$ cat src/inc/rmf_cfg.svh
`ifndef RMF_CFG_SVH
`define RMF_CFG_SVH
`define RMF_ADDR_CHIP_MODE_CONTROL_0 8'h02
`define RMF_ADDR_CHIP_MODE_CONTROL_1 8'h03
`define RMF_RST_CHIP_MODE_CONTROL_0 8'h40
`define RMF_RST_CHIP_MODE_CONTROL_1 8'h00
`define RMF_BIT_MODE_SEL 0
`define RMF_BIT_SLAVE_RX_ON 1
`define RMF_BIT_DUAL_CFG 2
`define RMF_BIT_CFG_PICK 3
`define RMF_BIT_HOLD 6
`define RMF_BIT_INIT_BUF 0
`define RMF_BIT_CLR_AT_FRAME 1
`define RMF_BIT_ID_SCAN_EN 2
`define RMF_BIT_LOCK_EN 3
`endif

$ cat src/inc/rmf_pkg.sv
package rmf_pkg;
    typedef enum logic [3:0] {
        ST_SLEEP,
        ST_STARTUP,
        ST_INIT,
        ST_LOCKED,
        ST_SYM_WAIT,
        ST_FRAME_WAIT,
        ST_FRAME_CLR,
        ST_ID_SETUP,
        ST_ID_INIT,
        ST_ID_WAIT,
        ST_ID_CHECK,
        ST_EOM_CHECK,
        ST_HOLD,
        ST_POLL_SEARCH,
        ST_POLL_RUN
    } rmf_state_t;
endpackage

$ cat src/core/rmf_master_fsm.sv
`timescale 1ns/1ps
`default_nettype none
`include "rmf_cfg.svh"
module rmf_master_fsm
    import rmf_pkg::*;
#(
    parameter int DEPTH = 32
) (
    // Clock and reset
    input wire logic sys_clk,
    input wire logic rst,
    // Register writes from the serial interface
    input wire logic reg_wr_en,
    input wire logic [7:0] reg_wr_addr,
    input wire logic [7:0] reg_wr_data,
    // Receive control bits
    input wire logic [3:0] rx_ctrl,
    input wire logic [1:0] modulation_type_cfg_a,
    input wire logic [1:0] modulation_type_cfg_b,
    input wire logic [4:0] channel_one_pll_setting_a,
    input wire logic [4:0] channel_one_pll_setting_b,
    // Receiver status
    input wire logic powerup_done,
    input wire logic sym_sync,
    input wire logic frame_start_event,
    input wire logic bit_valid,
    input wire logic bit_data,
    input wire logic id_scan_done,
    input wire logic id_scan_valid,
    input wire logic end_of_message,
    input wire logic wake_up_found,
    input wire logic poll_cfg_b,
    input wire logic freeze_release,
    // FIFO read port
    input wire logic fifo_rd,
    output logic fifo_rd_valid,
    output logic fifo_rd_data,
    // Receiver control
    output logic rf_power_on,
    output logic osc_high_precision,
    output logic startup_req,
    output logic rx_init,
    output logic fsk_mode,
    output logic [4:0] pll_setting,
    output logic id_scan_init,
    output logic fifo_freeze,
    output logic bit_overflow,
    output logic [3:0] state_code,
    // Event pulses
    output logic evt_frame_start,
    output logic evt_valid_id,
    output logic evt_end_of_message
);
    initial begin
        if (DEPTH < 2) begin
            $error("rmf_master_fsm: DEPTH too small");
        end
    end
    typedef struct packed {
        rmf_state_t st;
        logic freeze;
        logic rf_on;
        logic osc_hp;
        logic startup;
        logic init;
        logic fsk;
        logic [4:0] pll;
        logic id_init;
        logic ovf;
        logic ev_fs;
        logic ev_id;
        logic ev_eom;
        logic fclr;
        logic rvalid;
        logic rdata;
    } rmf_st_t;
    rmf_st_t st_ff, nxt_st;
    logic [7:0] chip_mode_control_0, chip_mode_control_1;
    logic mode_poll, slave_receiver_on, dual_config_enable, slave_config_pick, hold_req;
    logic init_buffer_on_init, clear_buffer_at_frame, msg_ident_scan_enable, lock_enable;
    logic store_phase, fifo_in_ready, fifo_out_valid, fifo_out_data, fifo_pop, cfg_b;
    rmf_regs u_regs (
        .sys_clk(sys_clk),
        .rst(rst),
        .wr_en(reg_wr_en),
        .wr_addr(reg_wr_addr),
        .wr_data(reg_wr_data),
        .chip_mode_control_0(chip_mode_control_0),
        .chip_mode_control_1(chip_mode_control_1)
    );

    assign mode_poll = chip_mode_control_0[`RMF_BIT_MODE_SEL];
    assign slave_receiver_on = chip_mode_control_0[`RMF_BIT_SLAVE_RX_ON];
    assign dual_config_enable = chip_mode_control_0[`RMF_BIT_DUAL_CFG];
    assign slave_config_pick = chip_mode_control_0[`RMF_BIT_CFG_PICK];
    assign hold_req = chip_mode_control_1[`RMF_BIT_HOLD];
    assign init_buffer_on_init = rx_ctrl[`RMF_BIT_INIT_BUF];
    assign clear_buffer_at_frame = rx_ctrl[`RMF_BIT_CLR_AT_FRAME];
    assign msg_ident_scan_enable = rx_ctrl[`RMF_BIT_ID_SCAN_EN];
    assign lock_enable = rx_ctrl[`RMF_BIT_LOCK_EN];
    // Slave picks by control bit; polling uses A, or B when dual enabled and poll_cfg_b is set
    assign cfg_b = mode_poll ? (dual_config_enable && poll_cfg_b)
                             : slave_config_pick;

    // Bits are stored from frame start (polling: from wake-up) to END_OF_MESSAGE, only while in sync, never while locked
    assign store_phase = (st_ff.st == ST_FRAME_CLR) || (st_ff.st == ST_ID_SETUP)
        || (st_ff.st == ST_ID_INIT) || (st_ff.st == ST_ID_WAIT)
        || (st_ff.st == ST_ID_CHECK) || (st_ff.st == ST_EOM_CHECK)
        || (st_ff.st == ST_POLL_RUN);
    assign fifo_pop = fifo_rd && fifo_out_valid && !st_ff.rvalid;

    rmf_fifo #(
        .WIDTH(1),
        .DEPTH(DEPTH)
    ) u_fifo (
        .sys_clk(sys_clk),
        .rst(rst),
        .clr(st_ff.fclr),
        .in_valid(bit_valid && store_phase && sym_sync),
        .in_data(bit_data),
        .in_ready(fifo_in_ready),
        .out_valid(fifo_out_valid),
        .out_data(fifo_out_data),
        .out_ready(fifo_pop),
        .level()
    );

    always_comb begin
        nxt_st = st_ff;
        nxt_st.startup = 1'b0;
        nxt_st.init = 1'b0;
        nxt_st.id_init = 1'b0;
        nxt_st.ev_fs = 1'b0;
        nxt_st.ev_id = 1'b0;
        nxt_st.ev_eom = 1'b0;
        nxt_st.fclr = 1'b0;
        nxt_st.rvalid = 1'b0;
        nxt_st.ovf = 1'b0;
        if (fifo_pop) begin
            nxt_st.rvalid = 1'b1;
            nxt_st.rdata = fifo_out_data;
        end
        if (bit_valid && store_phase && sym_sync && !fifo_in_ready) begin
            nxt_st.ovf = 1'b1;
        end
        if (freeze_release) begin
            nxt_st.freeze = 1'b0;
        end
        case (st_ff.st)
            ST_SLEEP: begin
                nxt_st.rf_on = 1'b0;
                nxt_st.osc_hp = 1'b0;
                if (mode_poll || slave_receiver_on) begin
                    nxt_st.st = ST_STARTUP;
                    nxt_st.startup = 1'b1;
                    nxt_st.rf_on = 1'b1;
                    nxt_st.osc_hp = 1'b1;
                end
            end
            ST_STARTUP: begin
                if (powerup_done) begin
                    nxt_st.st = ST_INIT;
                end
            end
            ST_INIT: begin
                nxt_st.init = 1'b1;
                nxt_st.fclr = init_buffer_on_init;
                nxt_st.fsk = cfg_b ? modulation_type_cfg_b[0]
                                   : modulation_type_cfg_a[0];
                nxt_st.pll = cfg_b ? channel_one_pll_setting_b
                                   : channel_one_pll_setting_a;
                nxt_st.st = mode_poll ? ST_POLL_SEARCH : ST_SYM_WAIT;
            end
            ST_LOCKED: begin
                if (!st_ff.freeze) begin
                    nxt_st.st = ST_SYM_WAIT;
                end
            end
            ST_SYM_WAIT: begin
                if (sym_sync) begin
                    nxt_st.st = ST_FRAME_WAIT;
                end
            end
            ST_FRAME_WAIT: begin
                if (frame_start_event) begin
                    nxt_st.st = ST_FRAME_CLR;
                    nxt_st.ev_fs = 1'b1;
                end
            end
            ST_FRAME_CLR: begin
                nxt_st.fclr = clear_buffer_at_frame;
                nxt_st.st = ST_ID_SETUP;
            end
            ST_ID_SETUP: begin
                nxt_st.st = msg_ident_scan_enable ? ST_ID_INIT : ST_EOM_CHECK;
            end
            ST_ID_INIT: begin
                nxt_st.id_init = 1'b1;
                nxt_st.st = ST_ID_WAIT;
            end
            ST_ID_WAIT: begin
                if (id_scan_done) begin
                    nxt_st.st = id_scan_valid ? ST_EOM_CHECK : ST_FRAME_WAIT;
                    nxt_st.ev_id = id_scan_valid;
                end
            end
            ST_ID_CHECK: begin
                nxt_st.st = ST_EOM_CHECK;
            end
            ST_EOM_CHECK: begin
                if (end_of_message) begin
                    nxt_st.ev_eom = 1'b1;
                    nxt_st.freeze = lock_enable;
                    nxt_st.st = lock_enable ? ST_LOCKED : ST_SYM_WAIT;
                end
            end
            ST_HOLD: begin
                if (!hold_req) begin
                    nxt_st.st = ST_INIT;
                end
            end
            ST_POLL_SEARCH: begin
                if (wake_up_found) begin
                    nxt_st.st = ST_POLL_RUN;
                    nxt_st.fsk = cfg_b ? modulation_type_cfg_b[1]
                                       : modulation_type_cfg_a[1];
                end
            end
            ST_POLL_RUN: begin
                if (end_of_message) begin
                    nxt_st.ev_eom = 1'b1;
                    nxt_st.st = ST_POLL_SEARCH;
                end
            end
            default: begin
                nxt_st.st = ST_SLEEP;
            end
        endcase
        if (st_ff.st != ST_SLEEP && st_ff.st != ST_STARTUP && st_ff.st != ST_INIT) begin
            if (!mode_poll && !slave_receiver_on) begin
                nxt_st.st = ST_SLEEP;
                nxt_st.freeze = 1'b0;
                nxt_st.rf_on = 1'b0;
                nxt_st.osc_hp = 1'b0;
            end else if (!mode_poll && hold_req && st_ff.st != ST_HOLD
                         && st_ff.st != ST_POLL_SEARCH && st_ff.st != ST_POLL_RUN) begin
                nxt_st.st = ST_HOLD;
            end else if (!sym_sync && st_ff.st != ST_LOCKED && st_ff.st != ST_HOLD
                         && st_ff.st != ST_SYM_WAIT && !mode_poll) begin
                nxt_st.st = ST_SYM_WAIT;
            end
        end
    end

    always_ff @(posedge sys_clk or posedge rst) begin
        if (rst) begin
            st_ff <= '{st: ST_SLEEP, default: '0};
        end else begin
            st_ff <= nxt_st;
        end
    end

    assign fifo_rd_valid = st_ff.rvalid;
    assign fifo_rd_data = st_ff.rdata;
    assign rf_power_on = st_ff.rf_on;
    assign osc_high_precision = st_ff.osc_hp;
    assign startup_req = st_ff.startup;
    assign rx_init = st_ff.init;
    assign fsk_mode = st_ff.fsk;
    assign pll_setting = st_ff.pll;
    assign id_scan_init = st_ff.id_init;
    assign fifo_freeze = st_ff.freeze;
    assign bit_overflow = st_ff.ovf;
    assign state_code = st_ff.st;
    assign evt_frame_start = st_ff.ev_fs;
    assign evt_valid_id = st_ff.ev_id;
    assign evt_end_of_message = st_ff.ev_eom;
endmodule
`default_nettype wire

$ cat src/core/rmf_fifo.sv
`timescale 1ns/1ps
`default_nettype none
module rmf_fifo #(
    parameter int WIDTH = 1,
    parameter int DEPTH = 32
) (
    // Clock and reset
    input wire logic sys_clk,
    input wire logic rst,
    input wire logic clr,
    // Fill side
    input wire logic in_valid,
    input wire logic [WIDTH-1:0] in_data,
    output logic in_ready,
    // Drain side
    output logic out_valid,
    output logic [WIDTH-1:0] out_data,
    input wire logic out_ready,
    output logic [$clog2(DEPTH):0] level
);
    localparam int AW = $clog2(DEPTH);
    initial begin
        if (DEPTH < 2 || (1 << AW) != DEPTH || WIDTH < 1) begin
            $error("rmf_fifo: DEPTH must be a power of two >= 2");
        end
    end
    typedef struct packed {
        logic [AW:0] wr;
        logic [AW:0] rd;
    } rmf_fifo_st_t;
    rmf_fifo_st_t st_ff, nxt_st;
    logic [WIDTH-1:0] mem_ff [DEPTH];
    logic do_wr, do_rd;
    assign level = st_ff.wr - st_ff.rd;
    assign in_ready = (level != (AW+1)'(DEPTH));
    assign out_valid = (level != '0);
    assign out_data = mem_ff[st_ff.rd[AW-1:0]];
    assign do_wr = in_valid && in_ready && !clr;
    assign do_rd = out_valid && out_ready && !clr;
    always_comb begin
        nxt_st = st_ff;
        if (clr) begin
            nxt_st = '0;
        end else begin
            if (do_wr) begin
                nxt_st.wr = st_ff.wr + 1'b1;
            end
            if (do_rd) begin
                nxt_st.rd = st_ff.rd + 1'b1;
            end
        end
    end
    always_ff @(posedge sys_clk or posedge rst) begin
        if (rst) begin
            st_ff <= '0;
        end else begin
            st_ff <= nxt_st;
        end
    end
    always_ff @(posedge sys_clk) begin
        if (do_wr) begin
            mem_ff[st_ff.wr[AW-1:0]] <= in_data;
        end
    end
endmodule
`default_nettype wire

$ cat src/core/rmf_regs.sv
`timescale 1ns/1ps
`default_nettype none
`include "rmf_cfg.svh"
module rmf_regs
    import rmf_pkg::*;
(
    // Clock and reset
    input wire logic sys_clk,
    input wire logic rst,
    // Register write port
    input wire logic wr_en,
    input wire logic [7:0] wr_addr,
    input wire logic [7:0] wr_data,
    // Register contents
    output logic [7:0] chip_mode_control_0,
    output logic [7:0] chip_mode_control_1
);
    typedef struct packed {
        logic [7:0] c0;
        logic [7:0] c1;
    } rmf_regs_st_t;
    rmf_regs_st_t st_ff, nxt_st;
    assign chip_mode_control_0 = st_ff.c0;
    assign chip_mode_control_1 = st_ff.c1;
    always_comb begin
        nxt_st = st_ff;
        if (wr_en && wr_addr == `RMF_ADDR_CHIP_MODE_CONTROL_0) begin
            nxt_st.c0 = wr_data;
        end
        if (wr_en && wr_addr == `RMF_ADDR_CHIP_MODE_CONTROL_1) begin
            nxt_st.c1 = wr_data;
        end
    end
    always_ff @(posedge sys_clk or posedge rst) begin
        if (rst) begin
            st_ff <= {`RMF_RST_CHIP_MODE_CONTROL_0, `RMF_RST_CHIP_MODE_CONTROL_1};
        end else begin
            st_ff <= nxt_st;
        end
    end
endmodule
`default_nettype wire

$ cat config.mk
export PLATFORM = sky130hd
export DESIGN_NAME = rmf_master_fsm
export DESIGN_NICKNAME = d
export VERILOG_FILES = /design/src/inc/rmf_pkg.sv /design/src/core/rmf_master_fsm.sv /design/src/core/rmf_fifo.sv /design/src/core/rmf_regs.sv
export VERILOG_INCLUDE_DIRS = /design/src /design/src/inc
export SDC_FILE = /design/constraint.sdc
export NUM_CORES = 1
export LEC_CHECK = 0
export ABC_AREA = 1
export BUFFER_PORTS_ARGS = -buffer_cell sky130_fd_sc_hd__buf_2
export CAP_MARGIN = 0
export CORE_MARGIN = 1
export CORE_UTILIZATION = 58
export CTS_CLUSTER_SIZE = 12
export DETAILED_ROUTE_END_ITERATION = 8
export PLACE_DENSITY = 0.84
export REMOVE_ABC_BUFFERS = 1
export SYNTH_ARGS = -nofsm -noshare
export SYNTH_HDL_FRONTEND = slang
export SYNTH_SLANG_ARGS = --single-unit
$ cat constraint.sdc
create_clock -name sys_clk -period 3.5 [get_ports sys_clk]
set_input_delay 0.35 -clock sys_clk [delete_from_list [all_inputs] [get_ports sys_clk]]
set_output_delay 0.35 -clock sys_clk [all_outputs]
set_load 0.005 [all_outputs]
==> run summary <==
CP max FO -> 11
Tot GR Track Use -> 27.8%
Fin nets -> 649
Sequential area share after synthesis -> 47.5%
CTS tree -> yes
Layout Skew -> 0.00996 ns
Grt total ovfl -> 0
Drt total wl -> 9770 um
Min-delay worst type -> input port to asynchronous set/reset pin
MaxCap Viol Count -> 0
Worst r2r src -> u_fifo.st_ff[1]$_DFFE_PP0P_
WS Path Type -> flop to flop
Yosys reg bits -> 72
Initial DRC count -> 211
First-pass GRT wire length -> 16000 um
Slew Limit Fails -> 0
Vias post-DR -> 3753
Hold bufs inserted after CTS -> 0
Layout cell share with drive strength beyond 1 -> 19.0%
Io pins -> 71
Filler cells -> 561
Largest net degree at the start of global routing -> 41
Initial antenna violation count -> 0
Pre-CTS WS -> 0.684 ns
EDFF count, synth -> 32
Final WS setup -> 0.681 ns
Commonest non-fill, non-tap cell in the layout -> nand2_1
Max Buffers Root-to-Sink -> 2
Leak -> 2.38 nW
Final-report hold violation count -> 0
Asr flop ratio synth -> 55.6%
Setup TNS -> 0 ns
Crit share post-route -> 80.5%
Setup Fix Bufs, Post-CTS -> 0
Clk slew on worst S/H paths -> 0.09 ns
Die area -> 7470 um2
Vias per cell -> 5.43
Pwr dens -> 583 nW/um2
DRT antenna net count -> 0
Maximum VDD drop -> 255 uV
Tmin final -> 2.82 ns
WP data required -> 3.55 ns
Clock latency on the worst-skew pair -> 0.36 ns
Layout area overhead -> 15.2%
Clk root buf -> clkbuf_8
Worst Setup Start Kind -> flop
Reg-to-Reg End -> u_fifo.mem_ff[0]$_DFFE_PP_
Average routed wire per standard cell -> 14.1 um
Drt drc -> 0
Die extent in x -> 86.4 um
R2R setup slack -> 0.68 ns
Kind of end point of the critical path -> flop
Clock Sinks -> 72
Synth warn -> 0
Post-Syn Area -> 4130 um2
Max-slew headroom -> 64.6%
Core ar. -> 6830 um2
Cells after Synth -> 519
Initial Utilization -> 60.5%
FP Rows -> 30
RSZ-0062 raised after global routing -> no
Drt pass-1 iters -> 5
Vias in the first global route -> 3597
Gpl congestion -> 0.947
Num CTS Buffers -> 9
FMAX -> 355 MHz
Worst slew pin tran -> 0.530 ns
Critical path arrival -> 2.87 ns
Outcome -> complete, no violations
Worst R2R Path Depth -> 12
Cell variety after synth -> 36
Top_reg_cell synth -> dfrtp_1
Die span in y -> 86.4 um
Syn Area/Cell -> 7.96 um2
Antenna fix cells -> 0
IO Port Bufs -> 67
CTS H-tree lvls -> 3
CTS resizes -> 0
Setup violations, final -> 0
Most frequent cells in the layout -> nand2_1, nor2_1, buf_2
DP Wirelength -> 7040 um
==> flip-flops by register name, indices dropped and copies added (netlist names), 4 cells and up <==
signal                      flops
u_fifo.st_ff                   12
state_code                      4
pll_setting                     5
u_fifo.mem_ff                  32
u_regs.chip_mode_control_0      4
==> critical path, cell delays in order (launching register included) <==
cell and delay (ns):
dfrtp_1 0.61, clkinv_1 0.13, buf_4 0.20, ha_1 0.33, nand2_1 0.14, nand2_1 0.10
nand3b_1 0.13, nand2_1 0.08, nand2_1 0.06, nand2_1 0.05, nand2_2 0.08, nand4_1 0.33
nor2_1 0.27
==> final cells by class <==
class / count / area (um2) / area share [%]
sequential: 72 / 1960 / 41.2
multi-input combinational: 369 / 1860 / 39.1
timing repair buffer: 71 / 365 / 7.67
inverter: 67 / 251 / 5.28
clock buffer: 9 / 124 / 2.60
tap: 96 / 120 / 2.52
clock inverter: 7 / 78.8 / 1.66
==> stage by stage <==
stage / hold slack [ns] / instance area (um2) / utilization [%] / power, mW / std cells
floorplan: 0.449 / 4070 / - / 1.76 / 508
global placement: 0.465 / 4560 / 66.7 / 2.04 / 675
detailed placement: 0.476 / 4560 / 66.7 / 2.09 / 675
CTS: 0.115 / 4760 / 69.7 / 2.77 / 691
global route: 0.159 / 4760 / 69.7 / 2.95 / 691
finish: 0.100 / 4760 / 69.7 / 2.78 / 691
==> cells in the mapped netlist, drive strengths merged (6+ instances only) <==
cell type | number | area, um2
nand4 | 20 | 170
o21ai | 25 | 125
inv | 66 | 248
a21oi | 14 | 70.1
nand3 | 41 | 210
ha | 10 | 125
nand2 | 139 | 539
clkbuf | 6 | 22.5
dfrtp | 40 | 1000
xor2 | 8 | 70.1
edfxtp | 32 | 961
nor3 | 8 | 45.0
nor2 | 86 | 355
==> cells by family (layout without fill, tap and decap cells) <==
logic type,count (synthesis),after routing,share of synthesized area (%)
AND/OR/NAND/NOR,300,300,32.9
buffers and inverters,78,154,7.54
flip-flops,72,72,47.5
AO/OA/AOI/OAI,46,46,5.99
adder cells (fa/ha/maj),10,10,3.03
XOR/XNOR,8,8,1.70
multiplexers,5,5,1.36
==> how the worst max path moves through the flow <==
stage	start	slack, ns	end
floorplan	u_fifo.st_ff[1]$_DFFE_PP0P_	1.0	u_fifo.mem_ff[0]$_DFFE_PP_
global placement	u_fifo.st_ff[1]$_DFFE_PP0P_	0.83	u_fifo.mem_ff[0]$_DFFE_PP_
CTS	u_fifo.st_ff[1]$_DFFE_PP0P_	0.68	u_fifo.mem_ff[5]$_DFFE_PP_
global route	u_fifo.st_ff[1]$_DFFE_PP0P_	0.47	u_fifo.mem_ff[1]$_DFFE_PP_
finish	u_fifo.st_ff[1]$_DFFE_PP0P_	0.68	u_fifo.mem_ff[0]$_DFFE_PP_
detailed placement	u_fifo.st_ff[1]$_DFFE_PP0P_	0.68	u_fifo.mem_ff[5]$_DFFE_PP_
==> report_power, final <==
part | leakage, nW | switching, mW | internal [mW] | total [mW]
clock network | 0.0925 | 0.348 | 0.335 | 0.683
registers | 0.821 | 0.108 | 0.980 | 1.09
logic | 1.46 | 0.649 | 0.358 | 1.01
total | 2.38 | 1.10 | 1.67 | 2.78
==> routing by layer <==
metal  routed length, um  global-route usage, %  vias up
met5                   0                      0        -
met4                 359                   15.9        0
met3                 626                   4.10       38
met2                4930                   50.1      179
met1                3860                   31.6     1708
li1                    -                      -     1828
No activity file was read; power rests on OpenSTA's default activity.
